### config.mk
export PLATFORM = sky130hd
export DESIGN_NAME = usbpc_top
export DESIGN_NICKNAME = d
export VERILOG_FILES = /design/src/logic/usbpc_pkg.sv /design/src/logic/usbpc_ctl_if.sv /design/src/logic/usbpc_frame_timer.sv /design/src/logic/usbpc_link_seq.sv /design/src/logic/usbpc_top.sv
export SDC_FILE = /design/constraint.sdc
export NUM_CORES = 1
export LEC_CHECK = 0
export ABC_AREA = 1
export BUFFER_PORTS_ARGS = -buffer_cell sky130_fd_sc_hd__buf_4
export CAP_MARGIN = 20
export CELL_PAD_IN_SITES_DETAIL_PLACEMENT = 1
export CELL_PAD_IN_SITES_GLOBAL_PLACEMENT = 1
export CORE_UTILIZATION = 37
export CTS_CLUSTER_DIAMETER = 60
export DETAILED_ROUTE_END_ITERATION = 10
export GPL_ROUTABILITY_DRIVEN = 0
export PLACE_DENSITY = 0.84
export SETUP_SLACK_MARGIN = 0.02
export SLEW_MARGIN = 20
export SYNTH_ARGS = -nofsm -noshare
export SYNTH_HDL_FRONTEND = slang
export SYNTH_SLANG_ARGS = --single-unit
### constraint.sdc
create_clock -name hclk -period 1.9 [get_ports hclk]
set_clock_uncertainty 0.15 [all_clocks]
set_input_delay 0.38 -clock hclk [delete_from_list [all_inputs] [get_ports hclk]]
set_output_delay 0.38 -clock hclk [all_outputs]
set_load 0.01 [all_outputs]
### src/logic/usbpc_pkg.sv
// Package: constants of the USB power and control block.
// Assumes a 25 MHz bus clock.
package usbpc_pkg;
    // Register byte offsets
    localparam logic [7:0] OFS_PWR  = 8'h00;
    localparam logic [7:0] OFS_CTL  = 8'h04;
    localparam logic [7:0] OFS_TOK  = 8'h08;
    localparam logic [7:0] OFS_IST  = 8'h0c;
    localparam logic [7:0] OFS_IMSK = 8'h10;

    // Power control fields
    localparam int PWR_ON_B    = 0;
    localparam int PWR_SUSP_B  = 1;
    localparam int PWR_BUSY_B  = 3;
    localparam int PWR_GUARD_B = 4;
    localparam int PWR_ACT_B   = 7;

    // Module control fields
    localparam int CTL_EN_B     = 0;
    localparam int CTL_PPRST_B  = 1;
    localparam int CTL_RESUME_B = 2;
    localparam int CTL_HOST_B   = 3;
    localparam int CTL_FRAME_TOKEN_ENABLE_B  = 4;
    localparam int CTL_TBUSY_B  = 5;

    // Interrupt status and mask fields
    localparam int IRQ_ACT_B  = 0;
    localparam int IRQ_SOF_B  = 1;
    localparam int IRQ_TOK_B  = 2;
    localparam int IRQ_EOP_B  = 3;
    localparam int IRQ_W      = 4;
    localparam int TOK_W      = 8;

    localparam logic [31:0]    RST_WORD = 32'h0000_0000;
    localparam logic [IRQ_W-1:0] RST_IRQ = 4'h0;

    // Timing
    localparam int CLK_MHZ         = 25;
    localparam int SOF_PERIOD_US   = 1000;
    localparam int SOF_CYC         = SOF_PERIOD_US * CLK_MHZ;
    localparam int LS_EOP_NS       = 1333;
    localparam int LS_EOP_CYC      = (LS_EOP_NS * CLK_MHZ + 999) / 1000;
    localparam int BUSY_SETTLE_CYC = 8;

    typedef enum {SEQ_IDLE, SEQ_RESUME, SEQ_EOP} usbpc_seq_t;
endpackage : usbpc_pkg

### src/logic/usbpc_ctl_if.sv
// Interface: control between register top, frame timer and sequencer.
// All signals in the hclk domain.
`timescale 1ns/1ps
interface usbpc_ctl_if;
    logic host_rst;
    logic sof_go;
    logic sof_pulse;
    logic tok_req;
    logic tok_start;
    logic tok_busy;
    logic tok_done;
    logic tok_ended;
    logic resume_req;
    logic host_mode;
    logic powered;
    logic resume_drive;
    logic eop_drive;
    logic eop_done;

    modport top   (output host_rst, sof_go, tok_req, tok_done, resume_req, host_mode, powered,
                   input  sof_pulse, tok_start, tok_busy, tok_ended, resume_drive, eop_drive,
                          eop_done);
    modport timer (input host_rst, sof_go, output sof_pulse);
    modport seq   (input  host_rst, tok_req, tok_done, resume_req, host_mode, powered,
                   output tok_start, tok_busy, tok_ended, resume_drive, eop_drive, eop_done);
endinterface : usbpc_ctl_if

### src/logic/usbpc_frame_timer.sv
// Frame timer: one-cycle frame pulse per period while enabled.
// Assumes sof_go only in host mode while running.
`timescale 1ns/1ps
module usbpc_frame_timer #(
    parameter int SOF_CYC = usbpc_pkg::SOF_CYC
) (
    input  wire logic  hclk,
    input  wire logic  hresetn,
    usbpc_ctl_if.timer ctl
);
    import usbpc_pkg::*;

    localparam int CW = $clog2(SOF_CYC);
    localparam logic [CW-1:0] LAST = CW'(SOF_CYC - 1);

    logic [CW-1:0] cnt_r;

    always_ff @(posedge hclk or negedge hresetn)
    begin
        if (!hresetn)
        begin
            cnt_r <= '0;
        end
        else if (ctl.host_rst || !ctl.sof_go)
        begin
            cnt_r <= '0; // RULE11
        end
        else if (cnt_r == LAST)
        begin
            cnt_r <= '0;
        end
        else
        begin
            cnt_r <= cnt_r + 1'b1;
        end
    end

    always_ff @(posedge hclk or negedge hresetn)
    begin
        if (!hresetn)
        begin
            ctl.sof_pulse <= 1'b0;
        end
        else
        begin
            ctl.sof_pulse <= ctl.sof_go && !ctl.host_rst && (cnt_r == LAST); // RULE9
        end
    end
endmodule : usbpc_frame_timer

### src/logic/usbpc_link_seq.sv
// Link sequencer: token busy and resume / low-speed EOP.
// Assumes tok_done is a one-cycle pulse.
`timescale 1ns/1ps
module usbpc_link_seq #(
    parameter int EOP_CYC = usbpc_pkg::LS_EOP_CYC
) (
    input  wire logic hclk,
    input  wire logic hresetn,
    usbpc_ctl_if.seq  ctl
);
    import usbpc_pkg::*;

    localparam int EW = $clog2(EOP_CYC + 1);
    localparam logic [EW-1:0] EOP_LAST = EW'(EOP_CYC - 1);

    usbpc_seq_t    st_r;
    logic [EW-1:0] eop_cnt_r;

    // Token busy; the top drops requests while busy
    always_ff @(posedge hclk or negedge hresetn)
    begin
        if (!hresetn)
        begin
            ctl.tok_busy  <= 1'b0;
            ctl.tok_start <= 1'b0;
            ctl.tok_ended <= 1'b0;
        end
        else
        begin
            ctl.tok_start <= ctl.tok_req && !ctl.tok_busy && !ctl.host_rst;
            ctl.tok_ended <= ctl.tok_busy && ctl.tok_done && !ctl.host_rst;
            if (ctl.host_rst || !ctl.powered)
                ctl.tok_busy <= 1'b0; // RULE11
            else if (ctl.tok_req && !ctl.tok_busy)
                ctl.tok_busy <= 1'b1;
            else if (ctl.tok_done)
                ctl.tok_busy <= 1'b0;
        end
    end

    always_ff @(posedge hclk or negedge hresetn)
    begin
        if (!hresetn)
        begin
            st_r      <= SEQ_IDLE;
            eop_cnt_r <= '0;
            ctl.eop_done <= 1'b0;
        end
        else
        begin
            ctl.eop_done <= 1'b0;
            case (st_r)
                SEQ_IDLE:
                begin
                    if (ctl.resume_req && ctl.powered)
                        st_r <= SEQ_RESUME;
                end
                SEQ_RESUME:
                begin
                    if (!ctl.powered)
                        st_r <= SEQ_IDLE;
                    else if (!ctl.resume_req && ctl.host_mode)
                    begin
                        st_r      <= SEQ_EOP; // RULE13
                        eop_cnt_r <= '0;
                    end
                    else if (!ctl.resume_req)
                        st_r <= SEQ_IDLE;
                end
                SEQ_EOP:
                begin
                    if (!ctl.powered || ctl.host_rst)
                        st_r <= SEQ_IDLE;
                    else if (eop_cnt_r == EOP_LAST)
                    begin
                        st_r         <= SEQ_IDLE;
                        ctl.eop_done <= 1'b1;
                    end
                    else
                        eop_cnt_r <= eop_cnt_r + 1'b1;
                end
                default:
                    st_r <= SEQ_IDLE;
            endcase
        end
    end

    assign ctl.resume_drive = (st_r == SEQ_RESUME);
    assign ctl.eop_drive    = (st_r == SEQ_EOP);
endmodule : usbpc_link_seq

### src/logic/usbpc_top.sv
// Top: AHB-Lite registers and power gating of the USB control block.
// Assumes single-word transfers and link inputs on hclk.
//
// Contract
// RULE1: Activity pending flags bus activity not yet raised as interrupt.
// RULE2: Sleep guard blocks sleep on activity or pending notification.
// RULE3: Busy reads one while enabled or settling after disable.
// RULE4: Suspend gates the 48 MHz clock, transceiver to low power.
// RULE5: Power off holds outputs idle, frees pins, stops analog. (host_reset is not gated by power and can still pulse while off.)
// RULE6: Software ignores status, skips writes while off and busy.
// RULE7: Ping-pong reset forces all buffer pointers to even bank.
// RULE8: Function mode enable turns module and support on.
// RULE9: Host mode frame tokens every 1 ms when enabled.
// RULE10: Software waits for token busy clear before next token.
// RULE11: Host-mode select change resets host control logic.
// RULE12: Software holds resume 10 ms as function, 25 ms as host.
// RULE13: Host mode resume clear appends low-speed end-of-packet.
// RULE14: Power-control bits 31-8, 6, 5 and 2 read zero.
`timescale 1ns/1ps
module usbpc_top
    import usbpc_pkg::*;
#(
    parameter int NUM_EP     = 16,
    parameter int SOF_CYCLES = usbpc_pkg::SOF_CYC,
    parameter int SETTLE_CYC = usbpc_pkg::BUSY_SETTLE_CYC
) (
    input  wire logic              hclk,
    input  wire logic              hresetn,
    input  wire logic              hsel,
    input  wire logic [31:0]       haddr,
    input  wire logic [1:0]        htrans,
    input  wire logic              hwrite,
    input  wire logic [2:0]        hsize,
    input  wire logic [31:0]       hwdata,
    input  wire logic              hready,
    output logic                   hreadyout,
    output logic [31:0]            hrdata,
    output logic                   hresp,
    input  wire logic              bus_activity,
    input  wire logic              token_done,
    input  wire logic [NUM_EP-1:0] buf_done,
    output logic                   usb_clk_en,
    output logic                   xcvr_low_power,
    output logic                   pins_usb_owned,
    output logic                   analog_en,
    output logic                   module_run,
    output logic                   sleep_block,
    output logic [NUM_EP-1:0]      pp_odd,
    output logic                   host_reset,
    output logic                   sof_token,
    output logic                   token_start,
    output logic [TOK_W-1:0]       token_code,
    output logic                   resume_drive,
    output logic                   ls_eop_drive,
    output logic                   irq
);
    import usbpc_pkg::*;

    localparam int SW = $clog2(SETTLE_CYC + 1);
    localparam logic [SW-1:0] SETTLE_LD = SW'(SETTLE_CYC);

    usbpc_ctl_if ctl ();

    // Control registers
    logic power_on_r, suspend_r, guard_r;
    logic enable_r, pprst_r, resume_r, host_mode_r, sof_en_r;
    logic act_pend_r;
    logic [SW-1:0]    settle_r;
    logic [IRQ_W-1:0] ist_r, imsk_r, ist_set, ist_clr;
    logic [TOK_W-1:0] tok_code_r;
    logic             tok_req_r, host_rst_r;

    // Bus data phase
    logic       dp_wr_r;
    logic [7:0] dp_addr_r;
    logic       addr_ok;
    logic       busy;

    function automatic logic [31:0] read_word(input logic [7:0] a);
        logic [31:0] w;
        w = RST_WORD;
        case (a)
            OFS_PWR:
            begin
                w[PWR_ACT_B]   = act_pend_r; // RULE14
                w[PWR_GUARD_B] = guard_r;
                w[PWR_BUSY_B]  = busy;
                w[PWR_SUSP_B]  = suspend_r;
                w[PWR_ON_B]    = power_on_r;
            end
            OFS_CTL:
            begin
                w[CTL_EN_B]     = enable_r;
                w[CTL_PPRST_B]  = pprst_r;
                w[CTL_RESUME_B] = resume_r;
                w[CTL_HOST_B]   = host_mode_r;
                w[CTL_FRAME_TOKEN_ENABLE_B]  = sof_en_r;
                w[CTL_TBUSY_B]  = ctl.tok_busy;
            end
            OFS_TOK:  w[TOK_W-1:0] = tok_code_r;
            OFS_IST:  w[IRQ_W-1:0] = ist_r;
            OFS_IMSK: w[IRQ_W-1:0] = imsk_r;
            default:  w = RST_WORD;
        endcase
        return w;
    endfunction : read_word

    function automatic logic wr_hit(input logic [7:0] ofs);
        return dp_wr_r && (dp_addr_r == ofs);
    endfunction : wr_hit

    assign addr_ok = hsel && htrans[1] && hready;
    assign busy    = enable_r || (settle_r != '0); // RULE3

    // Zero wait, always OKAY, registered read data
    always_ff @(posedge hclk or negedge hresetn)
    begin
        if (!hresetn)
        begin
            dp_wr_r   <= 1'b0;
            dp_addr_r <= '0;
            hrdata    <= RST_WORD;
            hreadyout <= 1'b0;
            hresp     <= 1'b0;
        end
        else
        begin
            hreadyout <= 1'b1;
            hresp     <= 1'b0;
            dp_wr_r   <= addr_ok && hwrite;
            dp_addr_r <= {haddr[7:2], 2'b00};
            if (addr_ok && !hwrite)
                hrdata <= read_word({haddr[7:2], 2'b00});
        end
    end

    // Power control register
    always_ff @(posedge hclk or negedge hresetn)
    begin
        if (!hresetn)
        begin
            power_on_r <= 1'b0;
            suspend_r  <= 1'b0;
            guard_r    <= 1'b0;
        end
        else if (wr_hit(OFS_PWR))
        begin
            power_on_r <= hwdata[PWR_ON_B];
            suspend_r  <= hwdata[PWR_SUSP_B];
            guard_r    <= hwdata[PWR_GUARD_B];
        end
    end

    // Module control; writes while off and busy are stored
    always_ff @(posedge hclk or negedge hresetn)
    begin
        if (!hresetn)
        begin
            enable_r    <= 1'b0;
            pprst_r     <= 1'b0;
            resume_r    <= 1'b0;
            host_mode_r <= 1'b0;
            sof_en_r    <= 1'b0;
            host_rst_r  <= 1'b0;
        end
        else
        begin
            host_rst_r <= 1'b0;
            if (wr_hit(OFS_CTL))
            begin
                enable_r    <= hwdata[CTL_EN_B];
                pprst_r     <= hwdata[CTL_PPRST_B];
                resume_r    <= hwdata[CTL_RESUME_B];
                host_mode_r <= hwdata[CTL_HOST_B];
                sof_en_r    <= hwdata[CTL_FRAME_TOKEN_ENABLE_B];
                host_rst_r  <= hwdata[CTL_HOST_B] != host_mode_r; // RULE11
            end
        end
    end

    // Settling window after disable keeps busy high
    always_ff @(posedge hclk or negedge hresetn)
    begin
        if (!hresetn)
            settle_r <= '0;
        else if (enable_r)
            settle_r <= SETTLE_LD; // RULE3
        else if (settle_r != '0)
            settle_r <= settle_r - 1'b1;
    end

    // Token command: a write while busy is dropped, not queued
    always_ff @(posedge hclk or negedge hresetn)
    begin
        if (!hresetn)
        begin
            tok_code_r <= '0;
            tok_req_r  <= 1'b0;
        end
        else
        begin
            tok_req_r <= 1'b0;
            if (wr_hit(OFS_TOK) && !ctl.tok_busy && !tok_req_r) // RULE10
            begin
                tok_code_r <= hwdata[TOK_W-1:0];
                tok_req_r  <= power_on_r;
            end
        end
    end

    // Pending until the status bit takes it
    always_ff @(posedge hclk or negedge hresetn)
    begin
        if (!hresetn)
            act_pend_r <= 1'b0;
        else if (bus_activity && power_on_r)
            act_pend_r <= 1'b1; // RULE1
        else if (ist_r[IRQ_ACT_B])
            act_pend_r <= 1'b0; // RULE1
    end

    // Sticky status; read clears, a set in the same cycle wins
    always_comb
    begin
        ist_set            = '0;
        ist_set[IRQ_ACT_B] = act_pend_r;
        ist_set[IRQ_SOF_B] = ctl.sof_pulse;
        ist_set[IRQ_TOK_B] = ctl.tok_ended;
        ist_set[IRQ_EOP_B] = ctl.eop_done;
        ist_clr = (addr_ok && !hwrite && ({haddr[7:2], 2'b00} == OFS_IST)) ? '1 : '0;
    end

    always_ff @(posedge hclk or negedge hresetn)
    begin
        if (!hresetn)
        begin
            ist_r  <= RST_IRQ;
            imsk_r <= RST_IRQ;
            irq    <= 1'b0;
        end
        else
        begin
            ist_r <= (ist_r & ~ist_clr) | ist_set;
            if (wr_hit(OFS_IMSK))
                imsk_r <= hwdata[IRQ_W-1:0];
            irq <= |(ist_r & imsk_r);
        end
    end

    // Ping-pong pointers toggle per finished buffer
    always_ff @(posedge hclk or negedge hresetn)
    begin
        if (!hresetn)
            pp_odd <= '0;
        else if (pprst_r)
            pp_odd <= '0; // RULE7
        else
            pp_odd <= pp_odd ^ buf_done;
    end

    // Power, suspend and pin ownership
    always_ff @(posedge hclk or negedge hresetn)
    begin
        if (!hresetn)
        begin
            usb_clk_en     <= 1'b0;
            xcvr_low_power <= 1'b1;
            pins_usb_owned <= 1'b0;
            analog_en      <= 1'b0;
            module_run     <= 1'b0;
            sleep_block    <= 1'b0;
        end
        else
        begin
            usb_clk_en     <= power_on_r && !suspend_r; // RULE4
            xcvr_low_power <= !power_on_r || suspend_r; // RULE4
            pins_usb_owned <= power_on_r; // RULE5
            analog_en      <= power_on_r; // RULE5
            module_run     <= power_on_r && enable_r; // RULE8
            sleep_block    <= guard_r && (bus_activity || act_pend_r || (|ist_r)); // RULE2
        end
    end

    // Link outputs except host_reset held inactive while off
    always_ff @(posedge hclk or negedge hresetn)
    begin
        if (!hresetn)
        begin
            host_reset   <= 1'b0;
            sof_token    <= 1'b0;
            token_start  <= 1'b0;
            token_code   <= '0;
            resume_drive <= 1'b0;
            ls_eop_drive <= 1'b0;
        end
        else
        begin
            host_reset   <= host_rst_r;
            sof_token    <= power_on_r && ctl.sof_pulse; // RULE5
            token_start  <= power_on_r && ctl.tok_start;
            token_code   <= power_on_r ? tok_code_r : '0;
            resume_drive <= power_on_r && ctl.resume_drive;
            ls_eop_drive <= power_on_r && ctl.eop_drive; // RULE13
        end
    end

    assign ctl.host_rst   = host_rst_r;
    assign ctl.sof_go     = power_on_r && enable_r && host_mode_r && sof_en_r && !suspend_r;
    assign ctl.tok_req    = tok_req_r;
    assign ctl.tok_done   = token_done;
    assign ctl.resume_req = resume_r;
    assign ctl.host_mode  = host_mode_r;
    assign ctl.powered    = power_on_r;

    usbpc_frame_timer #(
        .SOF_CYC (SOF_CYCLES)
    ) u_timer (
        .hclk    (hclk),
        .hresetn (hresetn),
        .ctl     (ctl)
    );

    usbpc_link_seq #(
        .EOP_CYC (LS_EOP_CYC)
    ) u_seq (
        .hclk    (hclk),
        .hresetn (hresetn),
        .ctl     (ctl)
    );
endmodule : usbpc_top

Yosys cells after proc, flatten, opt, wreduce, memory -nomap -nowiden

Cells that the tools add are included.

$add $sub $neg: 3
Equal/unequal tests: 21
Mux-type cells: 36
Bitwise operators: 5
Reduce and logical (&&, ||, !) cells: 56

Operator list:

| kind                                                              | number |
|---|---|
| 32-bit two-way mux                                                | 6 |
| 32-bit case mux with 3 select lines                               | 1 |
| 32-bit by 2-bit == test with 1-bit output (second input constant) | 2 |
| 32-bit by 1-bit == test with 1-bit output (second input constant) | 1 |
| 32-bit by 3-bit == test with 1-bit output (second input constant) | 1 |
| 32-bit zero test                                                  | 1 |
| 1-bit logical AND                                                 | 30 |
| 15-bit two-way mux                                                | 2 |
| 6-bit two-way mux                                                 | 4 |
| 6-bit by 2-bit == test with 1-bit output (second input constant)  | 3 |
| 16-bit two-way mux                                                | 1 |
| 16-bit bitwise XOR                                                | 1 |
| 15-bit by 1-bit adder with 15-bit output (second input constant)  | 1 |
| 15-bit == test (second input constant)                            | 1 |
| 6-bit by 1-bit == test with 1-bit output (second input constant)  | 2 |
| 6-bit by 3-bit == test with 1-bit output (second input constant)  | 2 |
| 4-bit two-way mux                                                 | 3 |
| 6-bit case mux with 2 select lines                                | 1 |
| 1-bit two-way mux                                                 | 11 |
| 2-bit case mux with 5 select lines                                | 1 |
| 4-bit bitwise AND                                                 | 2 |
| 1-bit zero test                                                   | 8 |
| 8-bit zero test                                                   | 1 |
| 8-bit two-way mux                                                 | 1 |
| 22 further kinds                                                  | 34 |

Register bits: 140
Input bits: 92
Output and inout bits: 70
Word-level logic and storage cells: 161

Logic depth before layout (Yosys ltp)

Gate-level depths: netlist of the first run.

Depth after elaboration: 8
Mapped depth: 9
Depth with buffers taken out: 9

By module

A second synthesis of the first run with hierarchy kept.

Cell total of the unflattened synthesis: 559
Area total of the unflattened synthesis: 5,136.2 um^2

By module, submodules not included:

| module            | times used | cells each | area an instance (um^2) | sequential area each (um^2) |
|---|---|---|---|---|
| usbpc_top         | 1          | 370        | 3,609.7                 | 2,053.2 |
| usbpc_frame_timer | 1          | 113        | 879.6                   | 400.4 |
| usbpc_link_seq    | 1          | 76         | 646.9                   | 300.3 |

Worst setup path before layout of the first run

OpenSTA, ideal clock, no wires.

Path kind: reg2reg
Start point: register u_timer.cnt_r[0]
End point: register u_timer.cnt_r[14]
Library setup time: 0.119 ns
Arrival time: 1.081 ns
Required time: 1.631 ns
Setup slack: 0.550 ns
Cell stages (with the launch flop): 9
Path buffers: 0
Clock period less this slack: 1.350 ns
Cell sequence: dfrtp_1 > ha_1 > nand2_1 > nor2_2 > nand3_1 > nor2_2 > nand3_1 > nand2_1 > nor2_1

Word-level cells in the longest chain between the ends: 3
Elaborated cells on any way between the ends: 4
Classes of those cells: add/sub: 1; eq/ne: 1; mux: 2

RTL lines:

| item                                                                              | RTL line                                         | RTL |
|---|---|---|
| from (decl)                                                                       | usbpc_frame_timer.sv:16                          | `logic [CW-1:0] cnt_r;` |
| from (signal assigned)                                                            | usbpc_frame_timer.sv:34                          | `cnt_r <= cnt_r + 1'b1;` |
| 15-bit by 1-bit adder with 15-bit output / 15-bit == test (equally long branches) | usbpc_frame_timer.sv:34, usbpc_frame_timer.sv:28 |  |
| 15-bit two-way mux (*)                                                            | usbpc_frame_timer.sv:28                          | `else if (cnt_r == LAST)` |
| 15-bit two-way mux (*)                                                            | usbpc_frame_timer.sv:24                          | `else if (ctl.host_rst \|\| !ctl.sof_go)` |

Every way passes the cells marked *; elsewhere a longest branch is shown, timed or not.
A chain may end at the register's enable or synchronous reset.

Worst setup path after layout of the first run

Start point: input port haddr[5]
End point: register hrdata[2]

Word-level cells in the longest chain between the ends: 2
Elaborated cells on any way between the ends: 5
Classes of those cells: eq/ne: 4; mux: 1

RTL lines:

| item                                                             | RTL line         | RTL |
|---|---|---|
| from (decl)                                                      | usbpc_top.sv:30  | `input wire logic [31:0] haddr,` |
| 6-bit by 3-bit == test with 1-bit output (tied with other cells) | usbpc_top.sv:82  | `case (a)` |
| 1-bit case mux with 4 select lines (*)                           | usbpc_top.sv:82  |  |
| to (signal assigned)                                             | usbpc_top.sv:133 | `hrdata <= read_word({haddr[7:2], 2'b00});` |
| to (decl)                                                        | usbpc_top.sv:37  | `output logic [31:0] hrdata,` |

Marked as above.

==> results of run 1 <==
[logic make-up after synthesis]
| family | after synthesis |
|---|---|
| and+or+nand+nor | 250 |
| adders and majority gates | 4 |
| other | 2 |
| AOI/OAI and AO/OA | 80 |
| buffers and inverters | 114 |
| DFF | 110 |
| xor gates and xnor gates | 6 |
[cells in the final DEF (no fill, tap or decap), drive strengths merged]
master | synthesis | routed
ha | 4 | 4
dlygate4sd3 | 0 | 3
nor3 | 12 | 12
o31ai | 4 | 4
buf | 29 | 85
xor2 | 4 | 4
or2 | 2 | 2
o21bai | 3 | 3
o22ai | 3 | 3
clkbuf | 2 | 15
o21ai | 37 | 37
xnor2 | 2 | 2
dfrtp | 109 | 109
nand2 | 106 | 106
nor2 | 84 | 84
nand4 | 13 | 13
a31oi | 2 | 2
a21oi | 31 | 31
inv | 83 | 83
nand3b | 1 | 1
clkinv | 0 | 1
nand3 | 30 | 30
nor3b | 2 | 2
conb | 2 | 26
dfstp | 1 | 1
[layer usage]
| metal | part of all wire, % | global-route usage, % | up-vias |
|---|---|---|---|
| li1 | - | - | 1929 |
| met1 | 42 | 22.0 | 1989 |
| met2 | 53 | 33.5 | 63 |
| met3 | 2.4 | 2.94 | 21 |
| met4 | 2.4 | 7.93 | 0 |
| met5 | 0 | 0 | - |
[sequential cells by signal (all words and copies together) (netlist names), 2 cells and up]
signal,cells
hrdata,8
dp_addr_r,6
u_timer.cnt_r,15
settle_r,4
pp_odd,16
u_seq.st_r,2
tok_code_r,8
token_code,8
u_seq.eop_cnt_r,6
imsk_r,4
ist_r,4
[how the worst min path moves through the flow]
stage | slack (ns) | from | cells after the start | endpoint
after detailed placement | 0.28 | u_seq.ctl.tok_start$_DFF_PN0_ | 2 | token_start$_DFF_PN0_
after global routing | 0.009 | haddr[6] | 1 | dp_addr_r[6]$_DFF_PN0_
after CTS | 0.001 | haddr[6] | 1 | dp_addr_r[6]$_DFF_PN0_
final | 0.01 | haddr[6] | 1 | dp_addr_r[6]$_DFF_PN0_
after global placement | 0.28 | u_seq.ctl.tok_ended$_DFF_PN0_ | 1 | ist_r[2]$_DFF_PN0_
after floorplan | -0.07 | hresetn | 0 | act_pend_r$_DFFE_PN0P_
[metrics by stage]
step,setup WS (ns),power (mW),area (sq um),instances,util (%)
after detailed placement,0.258,3.11,5730,820,43.4
after floorplan,0.550,2.85,5090,590,-
after CTS,0.0518,4.87,6030,839,45.7
after global routing,0.0316,5.03,6030,839,45.8
final,0.151,4.83,6030,839,45.8
after global placement,0.242,3.08,5730,820,43.4
[power by group through the flow]
stage / combinational, mW / clock [mW] / sequential (mW)
6_report: 0.531 / 1.76 / 2.54
5_1_grt: 0.595 / 1.88 / 2.55
4_1_cts: 0.537 / 1.79 / 2.54
3_5_place_dp: 0.529 / 0 / 2.58
3_3_place_gp: 0.505 / 0 / 2.58
2_1_floorplan: 0.258 / 0 / 2.59
[what timing repair did]
item / CTS / global route
hold endpoints to repair: 59 / 0
buffers inserted: 0 / 0
hold buffers: 3 / 0
setup endpoints to repair: 0 / 7
gates resized for setup: 0 / 2
[area by class of cell]
cell class	instances	area [sq um]	share of cell area [%]
Timing Repair Buffer	88	681	11.3
Inverter	83	312	5.16
Sequential cell	110	2750	45.6
Multi-Input combinational cell	366	1800	29.9
Tap cell	176	220	3.65
Clock buffer	15	258	4.27
Clock inverter	1	8.76	0.145
==> flow_metrics.env, run 1 <==
export IMPL_drt_initial_drc_count=154
export IMPL_post_dp_hpwl_um=9140
export IMPL_vias=4002
export IMPL_crit_top_cell="nand2_1"
export IMPL_peakVddDrop_uv=432
export IMPL_p_clk_share_pct=36.4
export IMPL_synth_top_area_cell="dfrtp_1"
export IMPL_p_int_mw=3.61
export IMPL_grt_ovfl_total=0
export IMPL_setup_viol=0
export IMPL_clk_path_buf_depth=2
export IMPL_netlist_area_sq_um=5000
export IMPL_crit_cells=11
export IMPL_worstSetupStartpoint="haddr[5]"
export IMPL_worstReg2RegStart="dp_addr_r[7]$_DFF_PN0_"
export IMPL_crit_end="hrdata[2]$_DFFE_PN0P_"
export IMPL_synth_compound_gate_area_share_pct=8.56
export IMPL_fill_cells=1588
export IMPL_drive_gt1_share_pct=19.5
export IMPL_coreArea_sq_um=13200
export IMPL_drc_errors=0
export IMPL_synth_most_common_cell="dfrtp_1"
export IMPL_cap_violations=0
export IMPL_synth_edf_count=0
export IMPL_status="finished clean"
export IMPL_htreeDepth=3
export IMPL_portBuffers=82
export IMPL_syn_avg_cell_area_sq_um=8.83
export IMPL_p_leak_nw=2.98
export IMPL_wl_um=12200
export IMPL_dieArea_sq_um=14000
export IMPL_p_sw_mw=1.22
export IMPL_io_pins=162
export IMPL_grt_max_degree=111
export IMPL_end_kind="flip-flop"
export IMPL_worst_slew_pin_slew_ns=0.584
export IMPL_fp_row_count=42
export IMPL_first_pass_iters=4
export IMPL_cpPeakStageDelay_ns=0.54
export IMPL_synth_cells=566
export IMPL_synth_xor_area_share_pct=1.05
export IMPL_clk_latency_ns=0.35
export IMPL_path_cells="dlygate4sd3_1 -> buf_4 -> nor2_4 -> nand2_2 -> nor2_4 -> nand2_1 -> nand2_1 -> inv_1 -> nand2_1 -> nand2_1 -> nand2_1"
export IMPL_die_x_um=118
export IMPL_setup_tns_ns=0
export IMPL_slew_viol_final=0
export IMPL_synth_top_area_share_pct=54.6
export IMPL_p_seq_share_pct=52.6
export IMPL_min_path_type="in -> reg"
export IMPL_crit_type="in -> reg"
export IMPL_die_h_um=118
export IMPL_antenna_cells=0
export IMPL_timing_critical_path_buf_inv=3
export IMPL_fin_crit_ns=1.75
export IMPL_rrSetupSlack_ns=0.28
export IMPL_cp_top_family="simple AND/OR/NAND/NOR gates"
export IMPL_switching_share_pct=25.3
export IMPL_grt_setup_unrepaired="false"
export IMPL_slowest_stage="dlygate4sd3_1"
export IMPL_synthSimpleGateAreaFrac_pct=23.3
export IMPL_crit_fanout=6
export IMPL_start_util_pct=37.9
export IMPL_nets=754
export IMPL_vias_per_cell=4.77
export IMPL_grt_pass1_vias=4306
export IMPL_finalHoldViolCount=0
export IMPL_ys_top_cells_by_count="dfrtp_1 (109), nand2_1 (99), inv_1 (76)"
export IMPL_clkSlewWorstSetupHoldPaths_ns=0.07
export IMPL_fin_crit_sh_pct=92.1
export IMPL_ys_seq_elements=110
export IMPL_root_buffer="clkbuf_16"
export IMPL_antenna_found_initial=0
export IMPL_crit_arrival_ns=1.89
export IMPL_crit_path_start_kind="primary input"
export IMPL_synth_top_family_by_area="simple AND/OR/NAND/NOR gates"
export IMPL_synth_adder_area_share_pct=1.00
export IMPL_slew_headroom_pct=61.1
export IMPL_synth_seq_area_share_pct=55.1
export IMPL_grt_pass1_wl_um=20700
export IMPL_cp_data_required_time_ns=2.04
export IMPL_muxShareOfSynthArea_pct=0
export IMPL_ys_flop_type="dfrtp_1"
export IMPL_timing_hold_ws_ns=0.00971
export IMPL_track_usage_pct=18.7
export IMPL_powerDensity_nw_per_um2=801
export IMPL_ant_nets=0
export IMPL_timing_rr_end="tok_code_r[3]$_DFFE_PN0P_"
export IMPL_rr_worst_depth=6
export IMPL_synthDistinctLibCells=36
export IMPL_ys_warn_count=0
export IMPL_area_growth_pct=20.8
export IMPL_routedWlPerCell_um=14.5
export IMPL_ys_top_cells_by_area="dfrtp_1 (55%), nand2_1 (7.4%), inv_1 (5.7%)"
export IMPL_cts_made_buffers=9
export IMPL_cts_sinks=110
export IMPL_cts_tree="yes"
export IMPL_timing_fmax_mhz=572
export IMPL_synthArstFlopShare_pct=100
export IMPL_p_comb_share_pct=11.0
Power figures use the tool's default switching activity.
==> inputs of run 2 (changes only) <==
--- a/config.mk
+++ b/config.mk
@@ -5,16 +5,15 @@
 export SDC_FILE = /design/constraint.sdc
 export NUM_CORES = 1
 export LEC_CHECK = 0
-export ABC_AREA = 1
 export BUFFER_PORTS_ARGS = -buffer_cell sky130_fd_sc_hd__buf_4
 export CAP_MARGIN = 20
 export CELL_PAD_IN_SITES_DETAIL_PLACEMENT = 1
 export CELL_PAD_IN_SITES_GLOBAL_PLACEMENT = 1
-export CORE_UTILIZATION = 37
+export CORE_UTILIZATION = 38
 export CTS_CLUSTER_DIAMETER = 60
 export DETAILED_ROUTE_END_ITERATION = 10
 export GPL_ROUTABILITY_DRIVEN = 0
-export PLACE_DENSITY = 0.84
+export PLACE_DENSITY = 0.83
 export SETUP_SLACK_MARGIN = 0.02
 export SLEW_MARGIN = 20
 export SYNTH_ARGS = -nofsm -noshare
==> run 2 against run 1 <==
Compared with the run above:
- the run now ends with setup timing left
- global-route usage down 0.12 points
- register-to-register slack worse by 0.44 ns
- final cell count down 21%
- non-clock buffer count up 21
- clock power up 8%
- synthesized area down 6.3%
- wire length down 7.1%
- setup slack worse by 0.31 ns
- sequential power up 11%
- sequential share of layout area down 0.51 points
- via count down 17%
- hold slack better by 0.0094 ns
- highest routed layer unchanged
==> flow_metrics.env, run 2 <==
export IMPL_busiest_layer="met2"
export IMPL_vias_per_cell=4.99
export IMPL_dp_worst_setup_slack_ns=-0.270
export IMPL_ys_warn_count=0
export IMPL_nets=608
export IMPL_clkSlewWorstSetupHoldPaths_ns=0.07
export IMPL_synth_cells=403
export IMPL_crit_arrival_ns=2.14
export IMPL_path_cells="nor4b_4 -> nand2b_1 -> nor4bb_4 -> buf_6 -> mux2_4"
export IMPL_grt_pass1_wl_um=18100
export IMPL_ys_seq_elements=110
export IMPL_crit_fanout=6
export IMPL_violations="setup timing"
export IMPL_synth_edf_count=0
export IMPL_die_h_um=113
export IMPL_syn_avg_cell_area_sq_um=11.6
export IMPL_p_clk_share_pct=32.9
export IMPL_slew_viol_final=0
export IMPL_synth_top_area_share_pct=58.2
export IMPL_p_sw_mw=1.56
export IMPL_synthArstFlopShare_pct=100
export IMPL_track_usage_pct=18.5
export IMPL_drc_errors=0
export IMPL_powerDensity_nw_per_um2=944
export IMPL_cpPeakStageDelay_ns=0.40
export IMPL_antenna_cells=0
export IMPL_min_path_type="in -> reg"
export IMPL_root_buffer="clkbuf_16"
export IMPL_grt_setup_unrepaired="true"
export IMPL_cts_tree="yes"
export IMPL_first_pass_iters=4
export IMPL_setup_viol=31
export IMPL_synth_most_common_cell="dfrtp_1"
export IMPL_grt_pass1_vias=3551
export IMPL_status="finished with violations"
export IMPL_ys_top_cells_by_area="dfrtp_1 (58%), mux2_2 (5.3%), xnor2_1 (5.2%)"
export IMPL_drive_gt1_share_pct=33.1
export IMPL_wl_um=11300
export IMPL_cp_data_required_time_ns=1.98
export IMPL_ys_flop_type="dfrtp_1"
export IMPL_io_pins=162
export IMPL_synth_top_area_cell="dfrtp_1"
export IMPL_timing_fmax_mhz=485
export IMPL_finalHoldViolCount=0
export IMPL_end_kind="flip-flop"
export IMPL_peakVddDrop_uv=606
export IMPL_fin_crit_ns=2.06
export IMPL_crit_path_start_kind="flip-flop"
export IMPL_total_power_mw=5.76
export IMPL_slowest_stage="dfrtp_1"
export IMPL_p_leak_nw=2.88
export IMPL_antenna_found_initial=0
export IMPL_timing_hold_ws_ns=0.0191
export IMPL_synthDistinctLibCells=50
export IMPL_ys_top_cells_by_count="dfrtp_1 (109), nor2_1 (52), xnor2_1 (28)"
export IMPL_coreArea_sq_um=12000
export IMPL_fp_row_count=40
export IMPL_netlist_area_sq_um=4680
export IMPL_p_seq_share_pct=48.7
export IMPL_fin_crit_sh_pct=109
export IMPL_final_common_cell="dfrtp_1"
export IMPL_largest_reg_flops=16
export IMPL_ant_nets=0
export IMPL_clk_path_buf_depth=2
export IMPL_synth_seq_area_share_pct=58.8
export IMPL_portBuffers=82
export IMPL_regMostFlops="pp_odd"
export IMPL_grt_max_degree=67
export IMPL_post_dp_hpwl_um=7670
export IMPL_htreeDepth=3
export IMPL_cts_made_buffers=9
export IMPL_grt_use_met1_pct=22.3
export IMPL_crit_type="reg -> reg"
export IMPL_area_growth_pct=30.3
export IMPL_rr_worst_depth=5
export IMPL_grt_ovfl_total=0
export IMPL_layout_setup_ws_ns=-0.163
export IMPL_p_comb_share_pct=18.3
export IMPL_start_util_pct=39.0
export IMPL_vias=3314
export IMPL_dieArea_sq_um=12800
export IMPL_use_met2_pct=32.6
export IMPL_hold_depth=1
export IMPL_switching_share_pct=27.0
export IMPL_top_regs="pp_odd (16), u_timer.cnt_r (15)"
export IMPL_drt_initial_drc_count=177
export IMPL_mostFrequentLayoutCells="dfrtp_1 (109), buf_4 (98), nor2_1 (38)"
export IMPL_die_x_um=113
export IMPL_clk_latency_ns=0.35
export IMPL_cap_violations=0
export IMPL_met3_usage_pct=2.89
export IMPL_routedWlPerCell_um=17.1
export IMPL_p_int_mw=4.20
export IMPL_cts_sinks=110
-- run 2: changes by cell type in the layout (fill, tap and decap cells not counted), moves of 24 or more --
cell     before  now
inv_1        76   11
xnor2_1       2   28
a21oi_1      30    3
nor2_1       72   38
nand2_1      99   19
o21ai_0      32    8
-- run 2: area by class of cell --
type,instances,area [sq um]
fillers,1287,5910
flip-flops and latches,110,2750
clock inverters,6,68.8
well taps,147,184
clock buffers,10,229
repair buffers,109,873
multi-input cells,271,1950
inverters,11,41.3
-- run 2: worst paths after layout --
check	start	endpoint	slack, ns
max	dp_addr_r[5]$_DFF_PN0_	tok_code_r[1]$_DFFE_PN0P_	-0.16
min	haddr[6]	dp_addr_r[6]$_DFF_PN0_	0.02
max reg2reg	dp_addr_r[5]$_DFF_PN0_	tok_code_r[1]$_DFFE_PN0P_	-0.16
min reg2reg	u_seq.ctl.eop_done$_DFF_PN0_	ist_r[3]$_DFF_PN0_	0.29
max in group asynchronous	hresetn	xcvr_low_power$_DFF_PN1_	0.84
min in group asynchronous	hresetn	token_code[0]$_DFF_PN0_	0.41
-- run 2: power by group through the flow --
stage	clock network, mW	registers [mW]	logic, mW
6_report	1.90	2.81	1.06
5_1_grt	2.02	2.84	1.17
4_1_cts	1.93	2.81	1.08
3_5_place_dp	0	2.85	1.06
3_3_place_gp	0	2.83	1.01
2_1_floorplan	0	2.91	0.466
-- run 2: stage by stage --
step	setup TNS, ns	utilization [%]	cell area, sq um	cells
final	-2.89	50.8	6100	664
after global routing	-3.95	50.8	6100	664
after CTS	-2.07	49.7	5970	663
after detailed placement	-2.70	46.1	5530	642
after global placement	-2.13	46.1	5530	642
after floorplan	0	-	4790	427
-- run 2: logic make-up after synthesis --
family | count (synthesis) | share of synthesized area (%)
AOI/OAI and AO/OA | 34 | 5.05
xor gates and xnor gates | 32 | 5.98
adders and majority gates | 4 | 1.07
buffers and inverters | 47 | 6.04
DFF | 110 | 58.8
muxes | 26 | 6.68
other | 2 | 0.160
and+or+nand+nor | 148 | 16.2
-- run 2: critical path, delay by kind of cell, from the launching register on --
kind	cells	cell delay (ns)
flip-flops	1	0.40
multiplexers	1	0.31
buffers and inverters	1	0.20
AND/OR/NAND/NOR	3	0.89
-- run 2: layer usage --
layer / vias to the layer above / part of all wire [%] / routed length, um
met5: - / 0 / 0
met4: 0 / 2.5 / 280
met3: 18 / 3.9 / 441
met2: 93 / 53 / 5980
met1: 1675 / 41 / 4620
li1: 1528 / - / -
-- run 2: repair_timing --
action,CTS,global route
buffers inserted,1,1
hold buffers,3,0
endpoints found under the hold margin,111,0
endpoints found under the setup margin,31,33
pin swaps,11,7
gates cloned,1,0
gates resized for setup,20,33
==> inputs of run 3 (changes only) <==
--- a/config.mk
+++ b/config.mk
@@ -13,7 +13,7 @@
 export CTS_CLUSTER_DIAMETER = 60
 export DETAILED_ROUTE_END_ITERATION = 10
 export GPL_ROUTABILITY_DRIVEN = 0
-export PLACE_DENSITY = 0.83
+export PLACE_DENSITY_LB_ADDON = 0.1
 export SETUP_SLACK_MARGIN = 0.02
 export SLEW_MARGIN = 20
 export SYNTH_ARGS = -nofsm -noshare
==> run 3 against run 2 <==
Compared with the run above:
- the run still ends with setup timing left
- design area shrank 0.20%
- global-route usage shrank 0.58 points
- critical path depth is the same
- sequential share of layout area increased by 0.093 points
- first-iteration DRC count is 40% lower
- register-to-register slack gained 0.07 ns
- critical path type unchanged
- critical endpoint is now tok_code_r[2]$_DFFE_PN0P_
==> flow_metrics.env, run 3 (same netlist as run 2, synthesis figures left out) <==
export IMPL_min_path_type="in -> reg"
export IMPL_regMostFlops="pp_odd"
export IMPL_die_h_um=113
export IMPL_drive_gt1_share_pct=32.3
export IMPL_cp_data_required_time_ns=1.98
export IMPL_crit_arrival_ns=2.08
export IMPL_die_x_um=113
export IMPL_cpPeakStageDelay_ns=0.39
export IMPL_clk_path_buf_depth=2
export IMPL_setup_viol=13
export IMPL_track_usage_pct=18.0
export IMPL_vias_per_cell=4.83
export IMPL_mostFrequentLayoutCells="buf_4 (113), dfrtp_1 (109), nor2_1 (44)"
export IMPL_fin_crit_sh_pct=105
export IMPL_timing_rr_end="tok_code_r[2]$_DFFE_PN0P_"
export IMPL_crit_type="reg -> reg"
export IMPL_layout_setup_ws_ns=-0.0951
export IMPL_final_core_util_pct=50.7
export IMPL_ant_nets=0
export IMPL_wl_um=11000
export IMPL_drc_errors=0
export IMPL_timing_fmax_mhz=501
export IMPL_vias=3263
export IMPL_rrSetupSlack_ns=-0.1
export IMPL_cts_tree="yes"
export IMPL_grt_ovfl_total=0
export IMPL_coreArea_sq_um=12000
export IMPL_grt_pass1_wl_um=17500
export IMPL_slowest_stage="dfrtp_1"
export IMPL_antenna_cells=0
export IMPL_final_common_cell="buf_4"
export IMPL_first_pass_iters=4
export IMPL_min_to="dp_addr_r[2]$_DFF_PN0_"
export IMPL_cts_made_buffers=9
export IMPL_area_growth_pct=30.1
export IMPL_rr_worst_depth=5
export IMPL_grt_max_degree=37
export IMPL_nets=620
export IMPL_peakVddDrop_uv=552
export IMPL_path_cells="nor4b_4 -> nand2b_1 -> nor4bb_2 -> buf_4 -> mux2_4"
export IMPL_total_power_mw=5.70
export IMPL_end_kind="flip-flop"
export IMPL_finalHoldViolCount=0
export IMPL_worstReg2RegStart="dp_addr_r[5]$_DFF_PN0_"
export IMPL_status="finished with violations"
export IMPL_clk_latency_ns=0.35
export IMPL_routedWlPerCell_um=16.2
export IMPL_cap_violations=0
export IMPL_grt_pass1_vias=3418
export IMPL_post_dp_hpwl_um=7830
export IMPL_top_regs="pp_odd (16), u_timer.cnt_r (15)"
export IMPL_crit_fanout=4
export IMPL_clkSlewWorstSetupHoldPaths_ns=0.07
export IMPL_violations="setup timing"
export IMPL_worstSetupStartpoint="dp_addr_r[5]$_DFF_PN0_"
export IMPL_fp_row_count=40
export IMPL_htreeDepth=3
export IMPL_hold_depth=1
export IMPL_timing_critical_path_buf_inv=1
export IMPL_hold_path_startpoint="haddr[2]"
export IMPL_p_leak_nw=2.88
export IMPL_crit_path_start_kind="flip-flop"
export IMPL_start_util_pct=39.0
export IMPL_dieArea_sq_um=12800
export IMPL_cts_sinks=110
export IMPL_drt_initial_drc_count=107
export IMPL_slew_viol_final=0
export IMPL_fin_crit_ns=2.00
export IMPL_portBuffers=82
export IMPL_grt_setup_unrepaired="true"
export IMPL_io_pins=162
export IMPL_powerDensity_nw_per_um2=936
export IMPL_antenna_found_initial=0
export IMPL_cp_top_family="simple AND/OR/NAND/NOR gates"
export IMPL_root_buffer="clkbuf_16"
export IMPL_largest_reg_flops=16
[run 3: cell types whose count changed in the layout (fill, tap and decap cells not counted), sizes merged]
cell	change
dlygate4sd3	+2
buf	+10
clkinv	+1
inv	-2
clkbuf	+2
clkinvlp	-1
[run 3: metrics by stage]
step	setup WS (ns)	hold WS (ns)	cell area (sq um)	instances	setup TNS [ns]
after floorplan	0.0357	-0.0656	4790	427	0
after global placement	-0.131	0.226	5590	649	-1.62
after detailed placement	-0.174	0.235	5590	649	-2.26
after CTS	-0.140	0.0897	5980	671	-1.52
after global routing	-0.211	0.0849	6090	676	-3.00
final	-0.0951	0.106	6090	676	-0.937
[run 3: final cells by class]
class | count | area [sq um]
inverters | 11 | 41.3
repair buffers | 121 | 950
multi-input cells | 271 | 1880
fillers | 1299 | 5920
clock buffers | 12 | 236
well taps | 147 | 184
clock inverters | 4 | 48.8
flip-flops and latches | 110 | 2750
[run 3: timing repair]
item / CTS / global route
gates cloned: 0 / 1
setup buffers: 1 / 4
pin swaps: 2 / 10
endpoints found under the setup margin: 30 / 37
resized for setup: 8 / 20
hold buffers: 5 / 0
endpoints found under the hold margin: 34 / 0
[run 3: routing by layer]
layer	track usage (%)	wire (um)
met1	22.2	4820
met2	30.5	5500
met3	5.14	501
met4	5.53	144
met5	0	0
[run 3: worst max-delay path by stage]
| stage | endpoint | depth (start not counted) | slack, ns |
|---|---|---|---|
| 3_3_place_gp | tok_code_r[3]$_DFFE_PN0P_ | 5 | -0.13 |
| 4_1_cts | tok_code_r[5]$_DFFE_PN0P_ | 5 | -0.14 |
| 6_report | tok_code_r[2]$_DFFE_PN0P_ | 5 | -0.1 |
| 3_5_place_dp | tok_code_r[6]$_DFFE_PN0P_ | 5 | -0.17 |
| 5_1_grt | tok_code_r[6]$_DFFE_PN0P_ | 5 | -0.21 |
| 2_1_floorplan | u_timer.cnt_r[13]$_DFF_PN0_ | 5 | 0.04 |
[run 3: where the power goes]
group          switching [mW]  internal (mW)  total (mW)
registers               0.187           2.61        2.79
clock network           0.826           1.02        1.85
logic                   0.485          0.574        1.06
total                    1.50           4.20        5.70
